<file path="src/core/cstsel_consts.svh">
// Purpose: constants for the capture source select block
// Assumes: 16-bit register port, word index addressing
// Notes:   offsets are register indices
`ifndef CSTSEL_CONSTS_SVH
`define CSTSEL_CONSTS_SVH

// ****************************************
// register offsets
// ****************************************
`define CSTSEL_OFF_CTRL2   4'h0
`define CSTSEL_OFF_CTRL1   4'h1
`define CSTSEL_OFF_TIMER   4'h2
`define CSTSEL_OFF_IRQST   4'h3
`define CSTSEL_OFF_IRQEN   4'h4
`define CSTSEL_OFF_IRQCLR  4'h5

// ****************************************
// field positions and reset values
// ****************************************
`define CSTSEL_SEL_LSB     0
`define CSTSEL_SEL_MSB     4
`define CSTSEL_TRIG_BIT    5
`define CSTSEL_TSTAT_BIT   6
`define CSTSEL_CASC_BIT    8
`define CSTSEL_CTRL2_RST   16'h0000
`define CSTSEL_CTRL1_RST   16'h0000

// ****************************************
// source select codes
// ****************************************
`define CSTSEL_C_NONE0     5'h00
`define CSTSEL_C_OC1       5'h01
`define CSTSEL_C_OC8       5'h08
`define CSTSEL_C_NONE9     5'h09
`define CSTSEL_C_TGEN      5'h0a
`define CSTSEL_C_TMR1      5'h0b
`define CSTSEL_C_TMR5      5'h0f
`define CSTSEL_C_CAP1      5'h10
`define CSTSEL_C_CAP8      5'h17
`define CSTSEL_C_CMP1      5'h18
`define CSTSEL_C_CMP3      5'h1a
`define CSTSEL_C_ADC       5'h1b
`define CSTSEL_C_CHGT      5'h1c

// ****************************************
// interrupt status bits
// ****************************************
`define CSTSEL_IRQ_EVT     0
`define CSTSEL_IRQ_WRAP    1

`endif

</file>
<file path="src/core/cstsel_pkg.sv">
// Purpose: types for the capture source select block
// Assumes: nothing
// Notes:   constants live in cstsel_consts.svh
package cstsel_pkg;
    typedef logic [4:0]  cstsel_code_t;
    typedef logic [15:0] cstsel_word_t;
    typedef enum logic { CSTSEL_SYNC, CSTSEL_TRIG } cstsel_mode_e;
endpackage

</file>
<file path="src/core/cstsel_src_if.sv">
// Purpose: carries source events and code between top and mux
// Assumes: one clock
// Notes:   none
`timescale 1ns/1ps
interface cstsel_src_if;
    cstsel_pkg::cstsel_code_t code;
    logic [7:0]               captureIrq;
    logic [7:0]               compareEvt;
    logic [4:0]               timerEvt;
    logic [2:0]               comparatorOut;
    logic                     adcIrq;
    logic                     chargeTimeTrig;
    logic                     triggerGenOut;
    logic                     selEvent;
    modport top (output code, captureIrq, compareEvt, timerEvt, comparatorOut,
                 adcIrq, chargeTimeTrig, triggerGenOut, input selEvent);
    modport mux (input code, captureIrq, compareEvt, timerEvt, comparatorOut,
                 adcIrq, chargeTimeTrig, triggerGenOut, output selEvent);
endinterface

</file>
<file path="src/core/cstsel_src_mux.sv">
// Purpose: picks the selected source event from the five-bit code
// Assumes: all event inputs are one-cycle pulses on core_clk
// Notes:   combinational
`timescale 1ns/1ps
`include "cstsel_consts.svh"
module cstsel_src_mux (
    // sources and result
    cstsel_src_if.mux src
);
    // ****************************************
    // selection
    // ****************************************
    logic [4:0] offs;
    always_comb begin
        offs = 5'h00;
        src.selEvent = 1'b0;
        if (src.code >= `CSTSEL_C_OC1 && src.code <= `CSTSEL_C_OC8) begin
            offs = src.code - `CSTSEL_C_OC1;
            src.selEvent = src.compareEvt[offs[2:0]];
        end else if (src.code == `CSTSEL_C_TGEN) begin
            src.selEvent = src.triggerGenOut;
        end else if (src.code >= `CSTSEL_C_TMR1 && src.code <= `CSTSEL_C_TMR5) begin
            offs = src.code - `CSTSEL_C_TMR1;
            src.selEvent = src.timerEvt[offs[2:0]];
        end else if (src.code >= `CSTSEL_C_CAP1 && src.code <= `CSTSEL_C_CAP8) begin
            offs = src.code - `CSTSEL_C_CAP1;
            src.selEvent = src.captureIrq[offs[2:0]];
        end else if (src.code >= `CSTSEL_C_CMP1 && src.code <= `CSTSEL_C_CMP3) begin
            offs = src.code - `CSTSEL_C_CMP1;
            src.selEvent = src.comparatorOut[offs[1:0]];
        end else if (src.code == `CSTSEL_C_ADC) begin
            src.selEvent = src.adcIrq;
        end else if (src.code == `CSTSEL_C_CHGT) begin
            src.selEvent = src.chargeTimeTrig;
        end else begin
            src.selEvent = 1'b0;
        end
    end
endmodule

</file>
<file path="src/core/cstsel_top.sv">
// Function
// - codes 11111, 11110, 11101, 01001, 00000 leave the timer unsynchronized
// - code 11100 selects the charge-time measurement trigger
// - code 11011 selects the first ADC interrupt
// - codes 11000 to 11010 select comparators 1 to 3
// - codes 10000 to 10111 select capture channel 1 to 8 interrupts
// - codes 01011 to 01111 select general-purpose timers 1 to 5
// - codes 00001 to 01000 select output compare 1 to 8
// - channel's trigger generator input: outputs 8..11 feed channels n and n+4
// - selected event sets trigger status; software reads, sets, clears it
// - select field sits in bits 4..0 of control two, for both modes
//
// Purpose: source select, status and capture timer of one capture channel
// Assumes: events are one-cycle pulses synchronous to core_clk
// Notes:   reads return data one cycle after the read strobe
`timescale 1ns/1ps
`include "cstsel_consts.svh"
module cstsel_top #(
    parameter int unsigned CHANNEL = 1
) (
    // clock and reset
    input  wire logic                       core_clk,
    input  wire logic                       arst_n,
    // register port
    input  wire logic [3:0]                 regAddr,
    input  wire cstsel_pkg::cstsel_word_t   regWdata,
    input  wire logic                       regWr,
    input  wire logic                       regRd,
    output cstsel_pkg::cstsel_word_t        regRdata,
    // source events
    input  wire logic [7:0]                 captureIrq,
    input  wire logic [7:0]                 compareEvt,
    input  wire logic [4:0]                 timerEvt,
    input  wire logic [2:0]                 comparatorOut,
    input  wire logic                       adcIrq,
    input  wire logic                       chargeTimeTrig,
    input  wire logic [3:0]                 triggerGenOut,
    // status outputs
    output cstsel_pkg::cstsel_word_t        captureTimer,
    output logic                            timerRunning,
    output logic                            cascadeEnable,
    output logic                            irq
);
    // ****************************************
    // registers
    // ****************************************
    cstsel_pkg::cstsel_code_t  syncSourceSelect;
    cstsel_pkg::cstsel_mode_e  mode;
    logic                      trigStatus;
    logic                      cascadeBit;
    logic [1:0]                irqStatus;
    logic [1:0]                irqEnable;
    logic                      tgenIn;
    logic                      selEvent;
    logic                      wrCtrl2;
    cstsel_src_if              src ();

    assign wrCtrl2 = regWr && regAddr == `CSTSEL_OFF_CTRL2;

    // ****************************************
    // trigger generator routing
    // ****************************************
    localparam int unsigned TGEN_IDX = (CHANNEL - 1) % 4;
    assign tgenIn = triggerGenOut[TGEN_IDX[1:0]];

    assign src.code           = syncSourceSelect;
    assign src.captureIrq     = captureIrq;
    assign src.compareEvt     = compareEvt;
    assign src.timerEvt       = timerEvt;
    assign src.comparatorOut  = comparatorOut;
    assign src.adcIrq         = adcIrq;
    assign src.chargeTimeTrig = chargeTimeTrig;
    assign src.triggerGenOut  = tgenIn;
    assign selEvent           = src.selEvent;

    cstsel_src_mux u_cstsel_src_mux (
        .src (src)
    );

    // ****************************************
    // control two: select, mode, status
    // ****************************************
    always_ff @(posedge core_clk or negedge arst_n) begin
        if (!arst_n) begin
            syncSourceSelect <= 5'h00;
            mode             <= cstsel_pkg::CSTSEL_SYNC;
        end else if (wrCtrl2) begin
            syncSourceSelect <= regWdata[`CSTSEL_SEL_MSB:`CSTSEL_SEL_LSB];
            mode             <= cstsel_pkg::cstsel_mode_e'(regWdata[`CSTSEL_TRIG_BIT]);
        end
    end

    // event wins over software write
    always_ff @(posedge core_clk or negedge arst_n) begin
        if (!arst_n) begin
            trigStatus <= 1'b0;
        end else if (selEvent) begin
            trigStatus <= 1'b1;
        end else if (wrCtrl2) begin
            trigStatus <= regWdata[`CSTSEL_TSTAT_BIT];
        end
    end

    // ****************************************
    // control one: cascade
    // ****************************************
    always_ff @(posedge core_clk or negedge arst_n) begin
        if (!arst_n) begin
            cascadeBit <= 1'b0;
        end else if (regWr && regAddr == `CSTSEL_OFF_CTRL1) begin
            cascadeBit <= regWdata[`CSTSEL_CASC_BIT];
        end
    end
    always_ff @(posedge core_clk or negedge arst_n) begin
        if (!arst_n) begin
            cascadeEnable <= 1'b0;
        end else begin
            cascadeEnable <= cascadeBit;
        end
    end

    // ****************************************
    // capture timer
    // ****************************************
    logic wrap;
    assign wrap = timerRunning && captureTimer == 16'hffff;
    always_ff @(posedge core_clk or negedge arst_n) begin
        if (!arst_n) begin
            captureTimer <= 16'h0000;
            timerRunning <= 1'b0;
        end else if (wrCtrl2 && regWdata[`CSTSEL_TRIG_BIT]) begin
            captureTimer <= 16'h0000;
            timerRunning <= 1'b0;
        end else if (wrCtrl2) begin
            captureTimer <= 16'h0000;
            timerRunning <= 1'b1;
        end else if (mode == cstsel_pkg::CSTSEL_SYNC) begin
            captureTimer <= selEvent ? 16'h0000 : captureTimer + 16'h0001;
            timerRunning <= 1'b1;
        end else begin
            if (selEvent && !timerRunning) begin
                timerRunning <= 1'b1;
            end
            if (timerRunning) begin
                captureTimer <= captureTimer + 16'h0001;
            end
        end
    end

    // ****************************************
    // interrupts
    // ****************************************
    logic [1:0] irqEvents;
    assign irqEvents = {wrap, selEvent};
    always_ff @(posedge core_clk or negedge arst_n) begin
        if (!arst_n) begin
            irqStatus <= 2'h0;
        end else begin
            for (int i = 0; i < 2; i++) begin
                if (irqEvents[i]) begin
                    irqStatus[i] <= 1'b1;
                end else if (regWr && regAddr == `CSTSEL_OFF_IRQCLR && regWdata[i]) begin
                    irqStatus[i] <= 1'b0;
                end
            end
        end
    end
    always_ff @(posedge core_clk or negedge arst_n) begin
        if (!arst_n) begin
            irqEnable <= 2'h0;
        end else if (regWr && regAddr == `CSTSEL_OFF_IRQEN) begin
            irqEnable <= regWdata[1:0];
        end
    end
    always_ff @(posedge core_clk or negedge arst_n) begin
        if (!arst_n) begin
            irq <= 1'b0;
        end else begin
            irq <= |(irqStatus & irqEnable);
        end
    end

    // ****************************************
    // read port
    // ****************************************
    always_ff @(posedge core_clk or negedge arst_n) begin
        if (!arst_n) begin
            regRdata <= 16'h0000;
        end else if (regRd) begin
            unique case (regAddr)
                `CSTSEL_OFF_CTRL2: regRdata <= {9'h000, trigStatus, mode, syncSourceSelect};
                `CSTSEL_OFF_CTRL1: regRdata <= {7'h00, cascadeBit, 8'h00};
                `CSTSEL_OFF_TIMER: regRdata <= captureTimer;
                `CSTSEL_OFF_IRQST: regRdata <= {14'h0000, irqStatus};
                `CSTSEL_OFF_IRQEN: regRdata <= {14'h0000, irqEnable};
                default:           regRdata <= 16'h0000;
            endcase
        end else begin
            regRdata <= 16'h0000;
        end
    end
endmodule

</file>
<file path="config.mk">
export PLATFORM = sky130hd
export DESIGN_NAME = cstsel_top
export DESIGN_NICKNAME = d
export VERILOG_FILES = /design/src/core/cstsel_pkg.sv /design/src/core/cstsel_src_if.sv /design/src/core/cstsel_src_mux.sv /design/src/core/cstsel_top.sv
export VERILOG_INCLUDE_DIRS = /design/src /design/src/core
export SDC_FILE = /design/constraint.sdc
export NUM_CORES = 1
export LEC_CHECK = 0
export BUFFER_PORTS_ARGS = -buffer_cell sky130_fd_sc_hd__clkbuf_2
export CORE_MARGIN = 5
export CORE_UTILIZATION = 40
export DETAILED_ROUTE_END_ITERATION = 6
export PLACE_DENSITY = 0.78
export SYNTH_ARGS = -nofsm -noshare
export SYNTH_HDL_FRONTEND = slang
export SYNTH_SLANG_ARGS = --single-unit
</file>
<file path="constraint.sdc">
create_clock -name core_clk -period 2.3 [get_ports core_clk]
set_input_delay 0.115 -clock core_clk [delete_from_list [all_inputs] [get_ports core_clk]]
set_output_delay 0.115 -clock core_clk [all_outputs]
set_load 0.005 [all_outputs]
</file>
==> results of run 1 <==
-- metrics by stage --
step | worst slack (ns) | setup TNS, ns | area, sq um | hold slack, ns
finish | 0.0529 | 0 | 3220 | 0.00299
global route | -0.0452 | -0.253 | 3220 | 0.0110
CTS | 0.00588 | 0 | 3210 | 0.00277
detailed placement | -0.0158 | -0.0220 | 3050 | 0.316
global placement | 0.0390 | 0 | 3050 | 0.304
floorplan | 0.113 | 0 | 2520 | -0.181
-- power groups by stage --
stage / registers (mW) / logic [mW] / clock network (mW)
after floorplan: 1.01 / 0.510 / 0
after detailed placement: 1.04 / 0.745 / 0
after global routing: 1.04 / 0.843 / 0.666
final: 1.03 / 0.771 / 0.613
after global placement: 1.03 / 0.725 / 0
after CTS: 1.02 / 0.768 / 0.632
-- layout make-up --
type	count	area, sq um	area share
repair buffers	92	517	0.160
clock inverters	3	46.3	0.0144
well taps	77	96.3	0.0299
clock buffers	5	68.8	0.0214
inverters	3	11.3	0.00350
flip-flops and latches	47	1180	0.366
multi-input cells	177	1300	0.405
-- cell usage in the layout, fill, tap and decap left out, drive strengths merged, types with 2 or more instances in the layout --
cell    synthesis  layout
mux4            6       6
clkbuf          5      82
xnor2           4       4
and3           12      12
nor2b           3       3
nor4            3       3
nand4b          2       2
dfrtp          47      47
inv             3       4
buf             3      14
and2            3       3
xor2           13      13
nand2          33      33
nand4           5       5
a22oi           5       5
a32o            2       2
a21oi          10      10
nand2b          3       3
nor2           27      27
o21ai           5       5
ha              6       6
and4            2       2
nand3b          3       3
nand3           8       8
mux2            3       3
mux2i           4       4
-- what timing repair did --
| item | 4_1_cts | 5_1_grt |
|---|---|---|
| pin swaps | 3 | 1 |
| setup endpoints to repair | 14 | 15 |
| hold buffers | 1 | 0 |
| endpoints found under the hold margin | 38 | 0 |
| buffers inserted | 1 | 2 |
| resized for setup | 5 | 1 |
-- sequential cells by signal, indices dropped and copies added (netlist names) --
register and flops:
captureTimer 16, regRdata 16, src.code 5, irqEnable 2
irqStatus 2, cascadeBit 1, cascadeEnable 1, irq 1
mode 1, timerRunning 1, trigStatus 1
-- logic make-up after synthesis --
family          synth area share
xor+xnor                  0.0591
flops                      0.467
compound gates            0.0989
fa+ha+maj                 0.0298
buf+inv                   0.0228
mux                       0.0904
simple gates               0.232
-- worst max-delay path, cell delays in order (launching register included) --
cell     delay [ns]
dfrtp_2        0.46
ha_4           0.17
and2_1         0.12
mux4_1         0.46
o21a_1         0.21
o31ai_4        0.29
a41oi_4        0.16
buf_12         0.19
nor2_1         0.11
-- cell usage after synthesis (all sizes together), types with 2 or more instances --
library cell and instances:
nand4b 2, a21oi 10, dfrtp 47, mux2 3
a22oi 5, nor2 27, o21ai 5, nor2b 3
and3 12, and4 2, nand3b 3, ha 6
xor2 13, clkbuf 5, nand2b 3, inv 3
xnor2 4, buf 3, nand4 5, a32o 2
nand2 33, and2 3, mux2i 4, nand3 8
nor4 3, mux4 6
-- path summary, 6_finish.rpt --
path,startpoint,end,slack [ns],depth (start not counted)
max in group asynchronous,arst_n,src.code[0],1.14,2
setup reg to reg,src.code[1],captureTimer[2],0.05,8
hold reg to reg,cascadeBit,cascadeEnable,0.41,0
setup / recovery,src.code[1],captureTimer[2],0.05,8
hold / removal,regWdata[2],src.code[2],0.003,3
min in group asynchronous,arst_n,captureTimer[14],0.49,2
-- metal layers --
layer  up-vias  share of wire  wire length [microns]
met2        57           0.51                   3090
li1       1028              -                      -
met3         6          0.055                    335
met4         0         0.0093                     57
met5         -              0                      0
met1      1035           0.43                   2620
==> results.cfg, run 1 <==
[grt]
grt_max_degree = 41
gr-max-usage-layer = met2
gr-usage-met1 = 0.208
use_met2 = 0.269
grt_use_met3 = 0.0341
grt_pass1_wl_microns = 9950
grt_pass1_vias = 2115
grt_usage = 0.160
antenna_found_initial = 0
gr-total-overflow = 0

[run_status]
status = complete, no violations

[finish]
fin_cells = 404
layout-drive-gt1-share = 0.376
fill_cells = 581
synthToLayoutAreaGrowth_pct = 27.9
nets = 386
n_antenna_cell = 0
final_util = 0.516

[pwr]
internal-power_mw = 1.63
static-leakage-power_nw = 1.59
power_mw = 2.41
power.density_nw_per_um2 = 748
switching_share = 0.323
sequentialPowerShare = 0.426
p_comb_frac = 0.320
clkPwrFrac = 0.254
irDropWorstVdd_mv = 0.317
switching_power_mw = 0.778

[clocking]
clk_latency_ns = 0.30
cts_buffers = 5
cts-root-buf = clkbuf_8
cts_tree = built
clk_pin_slew_worst_paths_ns = 0.09
cts_max_level = 2
cts_buffer_depth = 2
clock_sinks = 47

[setup_path]
worstPathArrival_ns = 2.48
worst-path-max-fanout = 14
critPathLaunchType = flip-flop
worstSetupEndpointType = flip-flop
cp.required_ns = 2.53
worstSetupPathType = reg2reg

[yosys]
seq_area_frac_synth = 0.467
netlist_top_cells_area = dfrtp_1, mux4_1, nand2_1, xor2_1, ha_1
ys_ff_latch = 47
synth_top_area_share = 0.467
synth_ff_type = dfrtp_1
syn_nets = 295
async_flop_share = 1.00
synth_area_sq_um = 2520
synth_area_leader_cell = dfrtp_1
ys_warn_count = 0
avgSynthCellArea_sq_um = 10.7
synth_edf_count = 0
yosysUniqueCellTypes = 46
synth_cells = 235

[hold_path]
hold_path.class = in2reg

[route]
routed_wl_microns = 6100
vias = 2126
vias_per_cell = 5.26
wl_per_cell_microns = 15.1
drtIter0Drc = 87
first_pass_iters = 4
drc = 0
ant_nets = 0

[die]
initial_core_util = 0.404
fp.dieW_microns = 89.4
core_area_sq_um = 6240
ios = 89
dieArea_sq_um = 7980
num_rows = 29
die_y_microns = 89.4

[sta]
finalMaxSlewViolations = 0
clock.fmax_ghz = 0.445
rsz0062_at_grt = yes
min_period_ns = 2.25
final-setup-viol-count = 0
final_hold_viol_count = 0
tightestPinTransition_ns = 0.967
finClkSkew_ns = 0.00553
relSlewSlack = 0.355
post-route-period-util = 0.977

[placed_design]
place.gp.congestion = 0.845
port_buffers = 77
numPlacedInstances = 392
hpwl_microns = 4650

[flow_run]
max_cap_viol_count = 0
Note: power is estimated with default switching activity, not from simulation.
==> run 2, diff against run 1 <==
--- a/config.mk
+++ b/config.mk
@@ -11,2 +11,3 @@
 export CORE_UTILIZATION = 40
+export CTS_BUF_LIST = sky130_fd_sc_hd__clkbuf_4
 export DETAILED_ROUTE_END_ITERATION = 6
==> constraint.sdc (replaced) <==
create_clock -name core_clk -period 2.3 [get_ports core_clk]
set_input_delay 0.575 -clock core_clk [delete_from_list [all_inputs] [get_ports core_clk]]
set_output_delay 0.575 -clock core_clk [all_outputs]
set_load 0.005 [all_outputs]
==> run 2 against run 1 <==
Final area decreased by 1.6%. Register-to-register slack got worse by 0.02 ns. Non-clock buffer count rose by 3. Core utilization fell by 0.82 points. Largest power group unchanged.
==> results.cfg, run 2 (synthesis results as in run 1) <==
[pwr]
static-leakage-power_nw = 1.58
power.density_nw_per_um2 = 701
irDropWorstVdd_mv = 0.294

[die]
dieArea_sq_um = 7980
core_area_sq_um = 6240
initial_core_util = 0.404
ios = 89
fp.dieW_microns = 89.4
num_rows = 29
die_y_microns = 89.4

[sta]
hold_ws_ns = 0.259
clock.fmax_ghz = 0.440
final-setup-viol-count = 0
min_period_ns = 2.27
tightestPinTransition_ns = 0.570
relSlewSlack = 0.620
finClkSkew_ns = 0.0219
worst_slack_ns = 0.0286
final_hold_viol_count = 0
rsz0062_at_grt = yes
post-route-period-util = 0.988
finalMaxSlewViolations = 0

[setup_path]
cp_cell_sequence = ha_2 -> and2_4 -> mux4_2 -> o21a_1 -> o31ai_4 -> a41oi_4 -> buf_12 -> nor2_1
crit_start = src.code[1]
worstPathArrival_ns = 2.57
worstSetupPathType = reg2reg
timing.rr.start = src.code[1]
cp_slowest_cell = dfrtp_1
worstSetupEndpointType = flip-flop
cp_top_family = compound AO/OA/AOI/OAI gates
worst-path-max-fanout = 14
cp_num_buf_inv = 1
max_stage_delay_ns = 0.46
critPathLaunchType = flip-flop
cp.required_ns = 2.60

[grt]
gr-max-usage-layer = met2
antenna_found_initial = 0
grt_pass1_vias = 2170
gr-usage-met1 = 0.210
gr-total-overflow = 0
grt_use_met3 = 0.0295
use_met2 = 0.284
grt_pass1_wl_microns = 10100
grt_max_degree = 48
grt_usage = 0.164

[clocking]
clk_latency_ns = 0.37
cts-root-buf = clkbuf_4
clk_pin_slew_worst_paths_ns = 0.14
cts_hold_buf = 0
cts_max_level = 2
cts_tree = built
cts_buffer_depth = 2
cts_buffers = 5
clock_sinks = 47

[hold_path]
hold_path.class = in2async

[route]
vias_per_cell = 5.19
routed_wl_microns = 6150
drtIter0Drc = 100
drc = 0
ant_nets = 0
wl_per_cell_microns = 15.1
vias = 2113
first_pass_iters = 4

[finish]
n_antenna_cell = 0
fill_cells = 573
layout_common_cells = clkbuf_2, dfrtp_1, nand2_1
final_common_cell = clkbuf_2
layout-drive-gt1-share = 0.397
reg_top3 = captureTimer (16), regRdata (16), src.code (5)
nets = 389
synthToLayoutAreaGrowth_pct = 25.9

[placed_design]
port_buffers = 77
hpwl_microns = 4750
dp_slack_ns = 0.0201
place.gp.congestion = 0.823

[flow_run]
max_cap_viol_count = 0

[run_status]
status = complete, no violations
run 2: cell count changes in the layout (fill, tap and decap cells not counted), moves of 2 or more:
cell / before / now
buf_4: 12 / 16
clkbuf_4: 0 / 5
clkbuf_8: 5 / 0
dfrtp_1: 45 / 47
dfrtp_2: 2 / 0
mux4_1: 5 / 2
mux4_2: 1 / 4
run 2: layout make-up:
class                           count  area (sq um)  share of cell area
Sequential cell                    47          1180               0.371
Tap cell                           77          96.3              0.0304
Clock buffer                        5          37.5              0.0118
Inverter                            3          11.3             0.00355
Clock inverter                      3          17.5             0.00552
Timing Repair Buffer               95           537               0.169
Multi-Input combinational cell    177          1290               0.408
run 2: final timing paths:
check                                  endpoint  cells after the start  slack (ns)
worst min-delay path               regRdata[12]                      2        0.26
worst max register to register  captureTimer[4]                      8        0.03
worst max-delay path            captureTimer[4]                      8        0.03
worst min register to register    cascadeEnable                      0        0.42
min in group core_clk               src.code[2]                      3        0.38
max in group asynchronous           src.code[4]                      2        1.63
run 2: what timing repair did:
action | 4_1_cts | 5_1_grt
setup endpoints to repair | 14 | 18
pin swaps | 0 | 3
resized for setup | 1 | 9
setup buffers | 1 | 3
cloned | 0 | 0
run 2: where the power goes:
part,switching (mW),internal (mW),total (mW)
Combinational,0.390,0.425,0.815
Clock,0.263,0.118,0.382
Sequential,0.121,0.905,1.03
run 2: per-layer routing:
layer	up-vias	share of wire
li1	1024	-
met2	63	0.50
met3	12	0.065
met1	1014	0.41
met4	0	0.016
met5	-	0
run 2: metrics by stage:
step	power [mW]	utilization	cell area [sq um]	cells	setup TNS (ns)
finish	2.22	0.508	3170	407	0
global placement	1.77	0.492	3070	395	0
global route	2.37	0.508	3170	407	-0.878
detailed placement	1.80	0.492	3070	395	0
floorplan	1.52	-	2520	235	0
CTS	2.19	0.503	3140	404	0
